### config.mk
export PLATFORM = sky130hd
export DESIGN_NAME = flash_host
export DESIGN_NICKNAME = d
export VERILOG_FILES = /design/src/verilog/flash_host_pkg.sv /design/src/verilog/flash_host.sv
export SDC_FILE = /design/constraint.sdc
export NUM_CORES = 1
export LEC_CHECK = 0
export BUFFER_PORTS_ARGS = -buffer_cell sky130_fd_sc_hd__buf_4
export CORE_MARGIN = 2
export CORE_UTILIZATION = 25
export CTS_BUF_LIST = sky130_fd_sc_hd__clkbuf_8
export DETAILED_ROUTE_END_ITERATION = 8
export PLACE_DENSITY = 0.39
export REMOVE_ABC_BUFFERS = 1
export SLEW_MARGIN = 20
export SYNTH_ARGS = -nofsm -noshare
export SYNTH_HDL_FRONTEND = slang
export SYNTH_SLANG_ARGS = --single-unit
### constraint.sdc
create_clock -name clk -period 7.7 [get_ports clk]
set_input_delay 1.155 -clock clk [delete_from_list [all_inputs] [get_ports clk]]
set_output_delay 1.155 -clock clk [all_outputs]
set_load 0.1 [all_outputs]
### src/verilog/flash_host_pkg.sv
// constants for the parallel flash command and protection host controller
package flash_host_pkg;
   // unlock and command codes
   localparam logic [7:0] unlock_data1 = 8'hAA;
   localparam logic [7:0] unlock_data2 = 8'h55;
   localparam logic [7:0] cmd_reset    = 8'hF0;
   localparam logic [7:0] cmd_sig      = 8'h90;
   localparam logic [7:0] cmd_program  = 8'hA0;
   localparam logic [7:0] cmd_erase_su = 8'h80;
   localparam logic [7:0] cmd_chip_ers = 8'h10;
   localparam logic [7:0] cmd_blk_ers  = 8'h30;
   localparam logic [7:0] cmd_suspend  = 8'hB0;
   localparam logic [7:0] cmd_resume   = 8'h30;
   // coded cycle addresses, word and byte mode
   localparam logic [17:0] word_addr1 = 18'h0_5555;
   localparam logic [17:0] word_addr2 = 18'h0_2AAA;
   localparam logic [17:0] byte_addr1 = 18'h0_AAAA;
   localparam logic [17:0] byte_addr2 = 18'h0_5555;
   // field positions
   localparam int blk_lsb = 12;
   localparam int blk_w   = 6;
   localparam int a_bit0  = 0;
   localparam int a_bit1  = 1;
   localparam int a_bit6  = 6;
   localparam int a_bit12 = 12;
   localparam int a_bit15 = 15;
   localparam logic [7:0] prot_yes = 8'h01;
   // timing
   localparam int clk_mhz      = 200;
   localparam int protect_us   = 100;
   localparam int unprotect_ms = 10;
   localparam int protect_cyc   = protect_us * clk_mhz;
   localparam int unprotect_cyc = unprotect_ms * 1000 * clk_mhz;
   localparam int strobe_cyc    = 8;
   // operations requested by the user side
   localparam logic [3:0] op_reset     = 4'h0;
   localparam logic [3:0] op_read      = 4'h1;
   localparam logic [3:0] op_sig_read  = 4'h2;
   localparam logic [3:0] op_program   = 4'h3;
   localparam logic [3:0] op_blk_erase = 4'h4;
   localparam logic [3:0] op_chip_ers  = 4'h5;
   localparam logic [3:0] op_suspend   = 4'h6;
   localparam logic [3:0] op_resume    = 4'h7;
   localparam logic [3:0] op_protect   = 4'h8;
   localparam logic [3:0] op_unprotect = 4'h9;
   localparam logic [3:0] op_prot_ver  = 4'hA;
   localparam logic [3:0] op_unp_ver   = 4'hB;
endpackage

### src/verilog/flash_host.sv
// host controller driving a parallel flash through its pins
// Operation
// signature read at A1 high gives status
// protect raises A9 and oe to high voltage
// write enable low 100 us to protect
// protection verify returns 01h when protected
// device ignores writes to protected blocks
// high voltage reset pin unprotects temporarily
// normal reset level restores protection
// protect every block before full unprotect
// unprotect pulse with high voltages lasts 10 ms
// verify each block separately, 00h unprotected
// instructions span one to six cycles
// issue command cycles in exact order
// unlock pair AAh 55h precedes commands
// F0h returns device to read array
// 90h after unlock gives signature reads
// program uses four cycles ending address data
// device keeps one protection flag per block
`timescale 1ns/1ps
`default_nettype none
module flash_host #(
   parameter int protect_cycles   = flash_host_pkg::protect_cyc,
   parameter int unprotect_cycles = flash_host_pkg::unprotect_cyc,
   parameter int nblocks          = 64
) (
   input  wire logic        clk,
   input  wire logic        nrst,
   // user side
   input  wire logic        req_valid,
   output logic             req_ready,
   input  wire logic [3:0]  req_op,
   input  wire logic [17:0] req_addr,
   input  wire logic [15:0] req_data,
   input  wire logic        byte_mode,
   input  wire logic        temp_unprotect,
   output logic             done,
   output logic [15:0]      rd_data,
   output logic             verify_fail,
   // flash pins
   output logic [17:0]      addr,
   output logic [15:0]      dq_out,
   input  wire logic [15:0] dq_in,
   output logic             dq_oe_n,
   output logic             ce_n,
   output logic             oe_n,
   output logic             we_n,
   output logic             a9_high_volt,
   output logic             oe_high_volt,
   output logic             ce_high_volt,
   output logic             reset_unprotect_pin_high_volt,
   output logic             byte_n
);
   typedef enum logic [2:0] {
      st_idle  = 3'b000,
      st_setup = 3'b001,
      st_low   = 3'b010,
      st_high  = 3'b011,
      st_read  = 3'b100,
      st_done  = 3'b101
   } state_e;

   state_e      state;
   state_e      next_state;
   logic [2:0]  cyc;
   logic [2:0]  ncyc;
   logic [3:0]  op;
   logic [17:0] op_addr;
   logic [15:0] op_data;
   logic [31:0] timer;
   logic [31:0] low_len;
   logic [nblocks-1:0] prot_done;   // blocks protected by this controller since reset or the last finished full unprotect

   // one command cycle slot: address and data for cycle index
   logic [17:0] slot_addr;
   logic [7:0]  slot_data;
   wire  [17:0] ua1 = byte_mode ? flash_host_pkg::byte_addr1 : flash_host_pkg::word_addr1;
   wire  [17:0] ua2 = byte_mode ? flash_host_pkg::byte_addr2 : flash_host_pkg::word_addr2;
   wire         single = (op == flash_host_pkg::op_suspend) || (op == flash_host_pkg::op_resume);
   wire         hv_op  = (op == flash_host_pkg::op_protect) || (op == flash_host_pkg::op_unprotect);
   wire         ver_op = (op == flash_host_pkg::op_prot_ver) || (op == flash_host_pkg::op_unp_ver)
                         || (op == flash_host_pkg::op_read);
   wire [7:0]   third = (op == flash_host_pkg::op_sig_read) ? flash_host_pkg::cmd_sig :
                        (op == flash_host_pkg::op_program)  ? flash_host_pkg::cmd_program :
                        (op == flash_host_pkg::op_reset)    ? flash_host_pkg::cmd_reset :
                        flash_host_pkg::cmd_erase_su;
   // the next cycle's slot loads while the strobe is still high
   wire [2:0]   slot_cyc = (state == st_high) ? cyc + 3'd1 : cyc;
   // full unprotect only once every block was protected here; a reset forgets that record
   wire [flash_host_pkg::blk_w-1:0] blk_idx = op_addr[flash_host_pkg::blk_lsb +: flash_host_pkg::blk_w];
   wire         all_prot       = &prot_done;
   wire         unprot_refused = (op == flash_host_pkg::op_unprotect) && !all_prot;

   // cycle table, unlock pair first except for suspend and resume, and again before erase confirm
   always_comb
   begin
      slot_addr = ua1;
      slot_data = flash_host_pkg::unlock_data1;
      if (single)
      begin
         slot_addr = op_addr;
         slot_data = (op == flash_host_pkg::op_suspend) ? flash_host_pkg::cmd_suspend
                                                        : flash_host_pkg::cmd_resume;
      end
      else
      begin
         case (slot_cyc)
            3'd0: slot_data = flash_host_pkg::unlock_data1;
            3'd1:
            begin
               slot_addr = ua2;
               slot_data = flash_host_pkg::unlock_data2;
            end
            3'd2: slot_data = third;
            3'd3:
            begin
               slot_addr = (op == flash_host_pkg::op_program) ? op_addr : ua1;
               slot_data = (op == flash_host_pkg::op_program) ? op_data[7:0]
                                                               : flash_host_pkg::unlock_data1;
            end
            3'd4:
            begin
               slot_addr = ua2;
               slot_data = flash_host_pkg::unlock_data2;
            end
            default:
            begin
               slot_addr = (op == flash_host_pkg::op_blk_erase) ? op_addr : ua1;
               slot_data = (op == flash_host_pkg::op_blk_erase) ? flash_host_pkg::cmd_blk_ers
                                                                 : flash_host_pkg::cmd_chip_ers;
            end
         endcase
      end
   end

   // cycle counts per instruction: 1, 3, 4 or 6
   always_comb
   begin
      if (single)
         ncyc = 3'd1;
      else if (op == flash_host_pkg::op_program)
         ncyc = 3'd4;
      else if ((op == flash_host_pkg::op_blk_erase) || (op == flash_host_pkg::op_chip_ers))
         ncyc = 3'd6;
      else
         ncyc = 3'd3;
   end

   assign req_ready = (state == st_idle);
   wire last_cyc  = (cyc == ncyc - 3'd1);
   wire timer_end = (timer >= low_len);
   wire sig_to_read = (state == st_high) && timer_end && last_cyc && (op == flash_host_pkg::op_sig_read);

   always_comb
   begin
      next_state = state;
      case (state)
         st_idle:  if (req_valid) next_state = st_setup;
         st_setup: next_state = ver_op ? st_read : unprot_refused ? st_done : st_low;
         st_low:   if (timer_end) next_state = st_high;
         st_high:  if (timer_end) next_state = sig_to_read ? st_read
                                                : (hv_op || last_cyc) ? st_done : st_low;
         st_read:  if (timer_end) next_state = st_done;
         default:  next_state = st_idle;
      endcase
   end

   // state, timer and cycle index
   always_ff @(posedge clk)
   begin
      if (!nrst)
      begin
         state   <= st_idle;
         cyc     <= 3'd0;
         timer   <= 32'h0000_0000;
         op      <= flash_host_pkg::op_reset;
         op_addr <= 18'h0_0000;
         op_data <= 16'h0000;
      end
      else
      begin
         state <= next_state;
         timer <= (next_state != state) ? 32'h0000_0000 : timer + 32'h0000_0001;
         if (state == st_idle && req_valid)
         begin
            op      <= req_op;
            op_addr <= req_addr;
            op_data <= req_data;
            cyc     <= 3'd0;
         end
         else if (state == st_high && timer_end)
            cyc <= cyc + 3'd1;
      end
   end

   // write pulse length: long for protect and unprotect
   always_comb
   begin
      if (op == flash_host_pkg::op_protect)
         low_len = 32'(protect_cycles);
      else if (op == flash_host_pkg::op_unprotect)
         low_len = 32'(unprotect_cycles);
      else
         low_len = 32'(flash_host_pkg::strobe_cyc);
   end

   // record of protected blocks, cleared by a finished full unprotect
   always_ff @(posedge clk)
   begin
      if (!nrst)
         prot_done <= '0;
      else if (state == st_done && op == flash_host_pkg::op_protect)
         prot_done[blk_idx] <= 1'b1;
      else if (state == st_done && op == flash_host_pkg::op_unprotect && all_prot)
         prot_done <= '0;
   end

   // pin drive, registered so the flash sees clean levels
   always_ff @(posedge clk)
   begin
      if (!nrst)
      begin
         addr <= 18'h0_0000;
         dq_out <= 16'h0000;
         dq_oe_n <= 1'b1;
         ce_n <= 1'b1;
         oe_n <= 1'b1;
         we_n <= 1'b1;
         a9_high_volt <= 1'b0;
         oe_high_volt <= 1'b0;
         ce_high_volt <= 1'b0;
         done <= 1'b0;
         rd_data <= 16'h0000;
         verify_fail <= 1'b0;
      end
      else
      begin
         done <= (state == st_done);
         ce_n <= !(next_state == st_low || next_state == st_high || next_state == st_read); // low through every command cycle, strobe high or low, and the read
         we_n <= !(next_state == st_low);
         oe_n <= !(state == st_read) || (state == st_low && hv_op);
         dq_oe_n <= !(next_state == st_low || next_state == st_high) || hv_op; // data on as the strobe falls
         a9_high_volt <= (hv_op || op == flash_host_pkg::op_prot_ver
                          || op == flash_host_pkg::op_unp_ver) && state != st_idle;
         oe_high_volt <= hv_op && state != st_idle;
         ce_high_volt <= (op == flash_host_pkg::op_unprotect) && state != st_idle;
         if (state == st_setup && hv_op)
         begin
            addr <= op_addr;
            if (op == flash_host_pkg::op_unprotect)
            begin
               addr[flash_host_pkg::a_bit12] <= 1'b1;
               addr[flash_host_pkg::a_bit15] <= 1'b1;
            end
         end
         else if (state == st_setup && ver_op && op != flash_host_pkg::op_read)
         begin
            addr <= op_addr;                                               // block by its own address
            addr[flash_host_pkg::a_bit0] <= 1'b0;
            addr[flash_host_pkg::a_bit1] <= 1'b1;
            addr[flash_host_pkg::a_bit6] <= (op == flash_host_pkg::op_unp_ver);
         end
         else if ((state == st_setup && op == flash_host_pkg::op_read) || sig_to_read)
            addr <= op_addr;
         else if (!hv_op && (state == st_setup || (state == st_high && timer_end)))
         begin
            addr <= slot_addr;
            dq_out <= {8'h00, slot_data};
         end
         if (state == st_read && timer_end)
         begin
            rd_data <= dq_in;
            if (op == flash_host_pkg::op_prot_ver)
               verify_fail <= dq_in[7:0] != flash_host_pkg::prot_yes;
            else if (op == flash_host_pkg::op_unp_ver)
               verify_fail <= dq_in[7:0] != 8'h00;
         end
         if (state == st_setup && unprot_refused)
            verify_fail <= 1'b1;
      end
   end

   assign reset_unprotect_pin_high_volt = temp_unprotect;
   assign byte_n = !byte_mode;
endmodule
`default_nettype wire

* After elaboration in Yosys (flattened, before gate mapping)
Cells that the tools add are included. Widths: inputs -> output; s select.
Operators by class: add/sub/neg operators 3, magnitude comparators 3, eq/ne operators 27, multiplexer cells 43, bitwise gates (word level) 5, reduce and logical (&&, ||, !) cells 57
Operators with widths (count):
- $mux 64 | 2
- $mux 18 | 7
- $or 64x64->64 | 1
- $reduce_and 64->1 | 1
- $pmux 18 s3 | 1
- $mux 21 | 2
- $mux 3 | 12
- $add 32x1->32 const B | 1
- $ge 32x32->1 | 1
- $pmux 8 s4 | 1
- $mux 8 | 3
- $mux 7 | 3
- $logic_and 1x1->1 | 20
- $eq 3x2->1 const B | 6
- $eq 4x3->1 const B | 4
- $eq 4x4->1 const B | 4
- $mux 16 | 1
- $mux 15 | 1
- $pmux 3 s5 | 1
- $logic_or 1x1->1 | 14
- $eq 3x3->1 const B | 4
- $eq 4x2->1 const B | 2
- $ne 8x1->1 const B | 1
- $reduce_bool 8->1 | 1
- other kinds (22) | 44
Word-level totals: register bits 183, bits of input ports 59, output and inout port bits 62, word-level logic and storage cells 157

* Depth between registers and ports, before layout
Gate-level depths: netlist of run 1.
depth after elaboration 16, gate-level depth with buffers 15, mapped depth without buffers 12

* Worst setup path before layout of run 1
No wires, ideal clock.
kind flip-flop to output port, from register state[1], to output req_ready, arrival 2.843 ns, path slack 3.702 ns, cell stages (with the launch flop) 4, path through dfxtp_1 -> clkbuf_1 -> clkbuf_1 -> nor3_1
On the way: word-level cells in the longest chain between the ends 1
Ends and longest elaborated chain:
- start: declaration | line flash_host.sv:63 | state_e state;
- start signal: assignment | line flash_host.sv:173 | state <= st_idle;
- start signal: assignment | line flash_host.sv:182 | state <= next_state;
- $logic_not 3->1 | line flash_host.sv:149 | assign req_ready = (state == st_idle);
- end: declaration | line flash_host.sv:31 | output logic req_ready,
No other way between the ends.

* Worst setup path in the final report of run 1
from register op[3], to register ce_n
On the way: word-level cells in the longest chain between the ends 16, elaborated cells between the ends (all ways) 43, those cells by class 1 x add/sub; 1 x order compare; 15 x eq/ne; 13 x mux; 13 x reduce/logical
Ends and longest elaborated chain:
- start: declaration | line flash_host.sv:67 | logic [3:0] op;
- start signal: assignment | line flash_host.sv:176 | op <= flash_host_pkg::op_reset;
- start signal: assignment | line flash_host.sv:186 | op <= req_op;
- branches (longest 11 deep; another with $ge 32x32->1)
- $pmux 3 s5 * | line flash_host.sv:157 | case (state)
- $eq 3x2->1 | line flash_host.sv:239 | ce_n <= !(next_state == st_low || next_state == st_high || next_state == st_read);
- $logic_or 1x1->1 | line flash_host.sv:239
- $logic_or 1x1->1 * | line flash_host.sv:239
- $logic_not 1->1 * | line flash_host.sv:239
- end signal: assignment | line flash_host.sv:239
- end: declaration | line flash_host.sv:45 | output logic ce_n,
Mark *: on every way between the ends. A chain may end at the register's enable or synchronous reset.

==> flow_summary.json, run 1 <==
{
  "worstSetupPathType": "flop to flop",
  "synth-xor-area-share_pct": 4.30,
  "detail_route.vias_per_cell": 4.65,
  "worstRegToRegCells": 12,
  "path_buf_inv": 1,
  "synth_edf_count": 0,
  "dp_slack_ps": 3040,
  "slew_headroom_pct": 32.0,
  "postRouteAntennaNets": 0,
  "path_cells": "inv_1 -> nor2_1 -> nand2_1 -> ha_1 -> a41oi_1 -> o21ai_0 -> a211oi_1 -> o21ai_2 -> o21ai_2 -> o21ai_0 -> nor2_1 -> a21oi_1",
  "fin_ws_ps": 3090,
  "multi_input_area_mm2": 0.00417,
  "irDropWorstVdd_mv": 0.113,
  "cts_hold_buf": 0,
  "period_needed_ps": 4610,
  "crit_path_start_kind": "flop",
  "n_antenna_cell": 0,
  "grt_pass1_wl_mm": 38.7,
  "vias": 7024,
  "synth-simple-area-share_pct": 25.2,
  "avgSynthCellArea_um2": 8.31,
  "ys_warn_count": 0,
  "portBuffers": 102,
  "fill_cells": 3496,
  "drt_wl_total_mm": 24.5,
  "p_leak_nw": 3.71,
  "tns_ps": 0,
  "place_inst": 1480,
  "min_from": "op_addr[10]",
  "wire_per_inst_um": 16.2,
  "grt_usage_pct": 14.6,
  "dieArea_mm2": 0.0341,
  "clk_pin_slew_worst_paths_ps": 100,
  "nets": 1132,
  "arrival_ps": 4940,
  "antenna_found_initial": 0,
  "layout-drive-gt1-share_pct": 17.4,
  "place_congestion": 0.771,
  "postCtsSetupRepairBufs": 0,
  "cts_root_buf": "clkbuf_8",
  "synthFlopType": "dfxtp_1",
  "clock.fmax_ghz": 0.217,
  "hold_viol": 0,
  "hp-class": "flop to flop",
  "post_cts_resized": 0,
  "drtPass1Iterations": 6,
  "regToRegEndpoint": "ce_n",
  "h-tree-depth": 4,
  "netlist_instances": 981,
  "drt_iter0_markers": 398,
  "path_delay_family": "compound AO/OA/AOI/OAI gates",
  "dieHeight_um": 185,
  "ys_seq_elements": 183,
  "netlist.area_leader.share_pct": 44.9,
  "final_util_pct": 30.0,
  "min_to": "op_addr[10]",
  "fin_skew_ps": 22.4,
  "maxCapViolations": 0,
  "cts_tree": "built",
  "fin_crit_sh_pct": 59.8,
  "placed_area_mm2": 0.00929,
  "rsz0062_at_grt": "no",
  "worstReg2RegStart": "op[3]",
  "max_stage_delay_ps": 850,
  "cp_slowest_cell": "o21ai_2",
  "status": "completed",
  "cp-end-kind": "flop",
  "io_pins": 121,
  "yosys-top-cells-area": "dfxtp_1 45%, a21oi_1 7.5%, nand2_1 6.2%",
  "powerDensity_mw_per_mm2": 237,
  "dp_hpwl_mm": 16.9,
  "mostFrequentLayoutCells": "183 x dfxtp_1, 135 x nand2_1, 130 x nor2_1",
  "synth_compound_area_share_pct": 16.4,
  "placementRows": 66,
  "grt_pass1_vias": 6982,
  "ctsLongestPathBuffers": 2,
  "cts_buffers": 17,
  "start_util_pct": 25.3,
  "synth_top_cell_by_area": "dfxtp_1",
  "cp_max_fo": 18,
  "clock_sinks": 183,
  "synth_top_family_by_area": "simple AND/OR/NAND/NOR gates",
  "synth_mux_area_share_pct": 2.12,
  "rrSetupSlack_ps": 3090,
  "coreArea_mm2": 0.0323,
  "final_area_mm2": 0.00970,
  "worst_slew_pin_slew_ps": 1020,
  "synth_adder_area_share_pct": 2.45,
  "netlist_area_mm2": 0.00816,
  "finalMaxSlewViolations": 0,
  "grt_overflow": 0,
  "synthArstFlopShare_pct": 0,
  "ys_types": 72,
  "stdcell_count": 1512,
  "area_growth_pct": 18.9,
  "die_w_um": 185,
  "worstPathRequired_ps": 8040,
  "seq_area_mm2": 0.00366,
  "clkLatencyLatePin_ps": 480,
  "holdPathStages": 2,
  "grt_max_degree": 65,
  "ys_seq_area_share_pct": 44.9,
  "drc_errors": 0,
  "setup_viol": 0,
  "final_common_cell": "dfxtp_1"
}
area by class of cell:
cell class | count | area share [%]
Inverter | 20 | 0.774
Sequential cell | 183 | 37.8
Clock inverter | 15 | 1.73
Timing Repair Buffer | 111 | 8.59
Clock buffer | 17 | 2.41
Multi-Input combinational cell | 724 | 43.0
Tap cell | 442 | 5.70
cell usage after synthesis, types with 3 or more instances:
cell,n
a211oi_1,3
a21o_1,4
a21oi_1,123
a22oi_1,3
a311oi_1,5
a31oi_1,6
and3_1,9
and3b_1,3
buf_1,5
buf_2,5
buf_4,9
buf_6,4
clkbuf_1,38
dfxtp_1,183
ha_1,16
inv_1,19
mux2i_1,15
nand2_1,135
nand2b_1,10
nand3_1,33
nand4_1,25
nand4b_1,4
nor2_1,130
nor2b_1,12
nor3_1,26
nor3_2,10
nor3b_1,7
nor4_1,11
o21ai_0,20
o21ai_2,3
o221a_2,13
o22ai_1,4
o31ai_1,3
xnor2_1,24
xor2_1,16
stage by stage:
stage	power, mW	hold slack, ps
final	2.30	455
after floorplan	1.47	432
after CTS	2.34	459
after detailed placement	1.64	444
after global routing	2.41	486
after global placement	1.64	441
state kept, by name, summed over array words and instances (netlist names), 4 cells and up:
register   flops
op_data        8
addr          18
prot_done     64
op             4
dq_out         8
timer         32
op_addr       18
rd_data       16
routing by layer:
layer	track usage, %	vias to the layer above	share of wire [%]
met5	0	-	0
met4	4.03	0	1.4
met3	2.61	16	3.2
met2	24.1	110	46
met1	19.4	3328	49
li1	-	3570	-
worst max-delay path by stage:
stage	start	end	depth (start not counted)
6_report	op[3]	ce_n	12
5_1_grt	op[3]	ce_n	12
4_1_cts	op[3]	ce_n	12
3_5_place_dp	op[3]	ce_n	12
3_3_place_gp	op[3]	ce_n	12
2_1_floorplan	op[3]	prot_done[0]	5
cell families after synthesis:
| group | after synthesis |
|---|---|
| xor+xnor | 40 |
| other cells | 1 |
| simple gates | 430 |
| compound gates | 214 |
| fa+ha+maj | 16 |
| mux | 16 |
| buf+inv | 81 |
| flops | 183 |
worst reg2reg max path, cell delays in order (launching register included):
cell      delay [ps]
dfxtp_1          530
inv_1            100
nor2_1           410
nand2_1          410
ha_1             440
a41oi_1          210
o21ai_0          100
a211oi_1         730
o21ai_2          180
o21ai_2          850
o21ai_0          200
nor2_1           230
a21oi_1           90
where the power goes:
part | switching, mW | total (mW) | internal (mW)
Sequential | 0.0498 | 1.04 | 0.994
Combinational | 0.428 | 0.570 | 0.142
Clock | 0.386 | 0.682 | 0.296
Total | 0.864 | 2.30 | 1.43
No activity file was read; power rests on OpenSTA's default activity.
==> run 2: changes to the inputs <==
--- a/config.mk
+++ b/config.mk
@@ -10,7 +10,7 @@
 export CORE_UTILIZATION = 25
 export CTS_BUF_LIST = sky130_fd_sc_hd__clkbuf_8
 export DETAILED_ROUTE_END_ITERATION = 8
-export PLACE_DENSITY = 0.39
+export PLACE_DENSITY = 0.41
 export REMOVE_ABC_BUFFERS = 1
 export SLEW_MARGIN = 20
 export SYNTH_ARGS = -nofsm -noshare
==> constraint.sdc (replaced) <==
create_clock -name clk -period 4 [get_ports clk]
set_input_delay 0.6 -clock clk [delete_from_list [all_inputs] [get_ports clk]]
set_output_delay 0.6 -clock clk [all_outputs]
set_load 0.1 [all_outputs]
==> run 2 against run 1 <==
- clock skew decreased by 2.3 ps
- cell count rose by 1.3%
- highest routed layer unchanged
- clock-buffer cell count rose by 1
- combinational power up 98%
- register-to-register slack got worse by 2800 ps
==> flow_summary.json, run 2 (synthesis results as in run 1) <==
{
  "status": "completed",
  "rsz0062_at_grt": "no",
  "wl_met1_mm": 11.7,
  "reg_top3": "prot_done (64), timer (32)",
  "clock.fmax_ghz": 0.271,
  "arrival_ps": 4110,
  "powerDensity_mw_per_mm2": 449,
  "n_antenna_cell": 0,
  "grt_max_degree": 65,
  "hp-class": "input pin to flop",
  "die_w_um": 185,
  "drc_errors": 0,
  "route.met2.wl_mm": 11.2,
  "maxCapViolations": 0,
  "clkLatencyLatePin_ps": 470,
  "vias": 7086,
  "wire_per_inst_um": 15.7,
  "fin_crit_sh_pct": 92.4,
  "coreArea_mm2": 0.0323,
  "dp_hpwl_mm": 16.8,
  "period_needed_ps": 3700,
  "worst_slew_pin_slew_ps": 952,
  "final_common_cell": "dfxtp_1",
  "crit_path_start_kind": "flop",
  "drtPass1Iterations": 5,
  "placementRows": 66,
  "dp_slack_ps": 312,
  "total_power_mw": 4.42,
  "postRouteAntennaNets": 0,
  "drt_wl_total_mm": 24.1,
  "cts_root_buf": "clkbuf_8",
  "grt_usage_pct": 14.3,
  "mostFrequentLayoutCells": "183 x dfxtp_1, 134 x nand2_1, 130 x nor2_1, 130 x buf_4, 123 x a21oi_1",
  "detail_route.vias_per_cell": 4.63,
  "fin_worst_hold_slack_ps": 366,
  "cts_hold_buf": 0,
  "hold_viol": 0,
  "drt_iter0_markers": 400,
  "place_congestion": 0.786,
  "h-tree-depth": 4,
  "antenna_found_initial": 0,
  "largest_register": "prot_done",
  "dieHeight_um": 185,
  "setup_viol": 0,
  "irDropWorstVdd_mv": 0.196,
  "fin_skew_ps": 20.2,
  "grt_overflow": 0,
  "nets": 1151,
  "grt_pass1_vias": 6869,
  "layout-drive-gt1-share_pct": 19.0,
  "place_inst": 1499,
  "wl_met3_um": 795,
  "largest_reg_flops": 64,
  "postCtsSetupRepairBufs": 0,
  "portBuffers": 102,
  "worstPathRequired_ps": 4410,
  "clk_pin_slew_worst_paths_ps": 110,
  "dieArea_mm2": 0.0341,
  "post_cts_resized": 0,
  "grt_pass1_wl_mm": 38.1,
  "p_leak_nw": 3.81,
  "ctsLongestPathBuffers": 2,
  "highest-signal-layer": "met4",
  "worstSetupPathType": "flop to flop",
  "final_util_pct": 30.5,
  "fin_ws_ps": 304,
  "area_growth_pct": 20.9,
  "io_pins": 121,
  "cts_buffers": 17,
  "clock_sinks": 183,
  "slew_headroom_pct": 36.4,
  "cp-end-kind": "flop",
  "stdcell_count": 1531,
  "cts_tree": "built",
  "cp_max_fo": 10,
  "start_util_pct": 25.3,
  "finalMaxSlewViolations": 0
}
==> run 2: cell types whose count changed in the layout (fill, tap and decap cells not counted), moves of 2 or more <==
cell and delta:
clkinvlp_4 -2, buf_4 +19, bufinv_16 -2, inv_1 -2, clkinv_8 +5
==> run 2: cell type report <==
cell class | count | area (um2)
Fill cell | 3472 | 22400
Multi-Input combinational cell | 724 | 4170
Sequential cell | 183 | 3660
Timing Repair Buffer | 130 | 976
Tap cell | 442 | 553
Clock buffer | 18 | 248
Clock inverter | 14 | 173
Inverter | 20 | 75.1
==> run 2: critical path, cell delays in order (launching register included) <==
cell and delay, ps:
dfxtp_1 410, nor2_1 350, nand2_1 350, ha_1 420, nand2_1 70, o21ai_0 230, nor4_1 90, buf_4 150
o21a_1 230, o21ai_2 360, a31oi_1 290, a31oi_2 430, o221a_2 250
==> run 2: report_power, final <==
part           internal (mW)  switching [mW]  leakage, nW  total (mW)
clock                  0.496           0.797        0.209        1.29
sequential              1.91          0.0863         1.48        2.00
combinational          0.293           0.837         2.11        1.13
==> run 2: final timing paths <==
kind | start | to | depth (start not counted) | slack [ps]
worst max register to register | op[2] | addr[13] | 12 | 300
worst min register to register | op_addr[4] | op_addr[4] | 2 | 460
worst min-delay path | dq_in[1] | rd_data[1] | 3 | 370
worst max-delay path | op[2] | addr[13] | 12 | 300
==> run 2: per-layer routing <==
metal  up-vias  global-route usage, %
li1       3597                      -
met1      3342                   19.4
met2       126                   23.2
met3        21                   2.41
met4         0                   4.19
met5         -                      0
==> run 2: per-stage QoR <==
stage | setup TNS (ps) | cell area [um2]
floorplan | -74650 | 7880
global placement | 0 | 9430
detailed placement | 0 | 9430
CTS | 0 | 9850
global route | 0 | 9860
finish | 0 | 9860
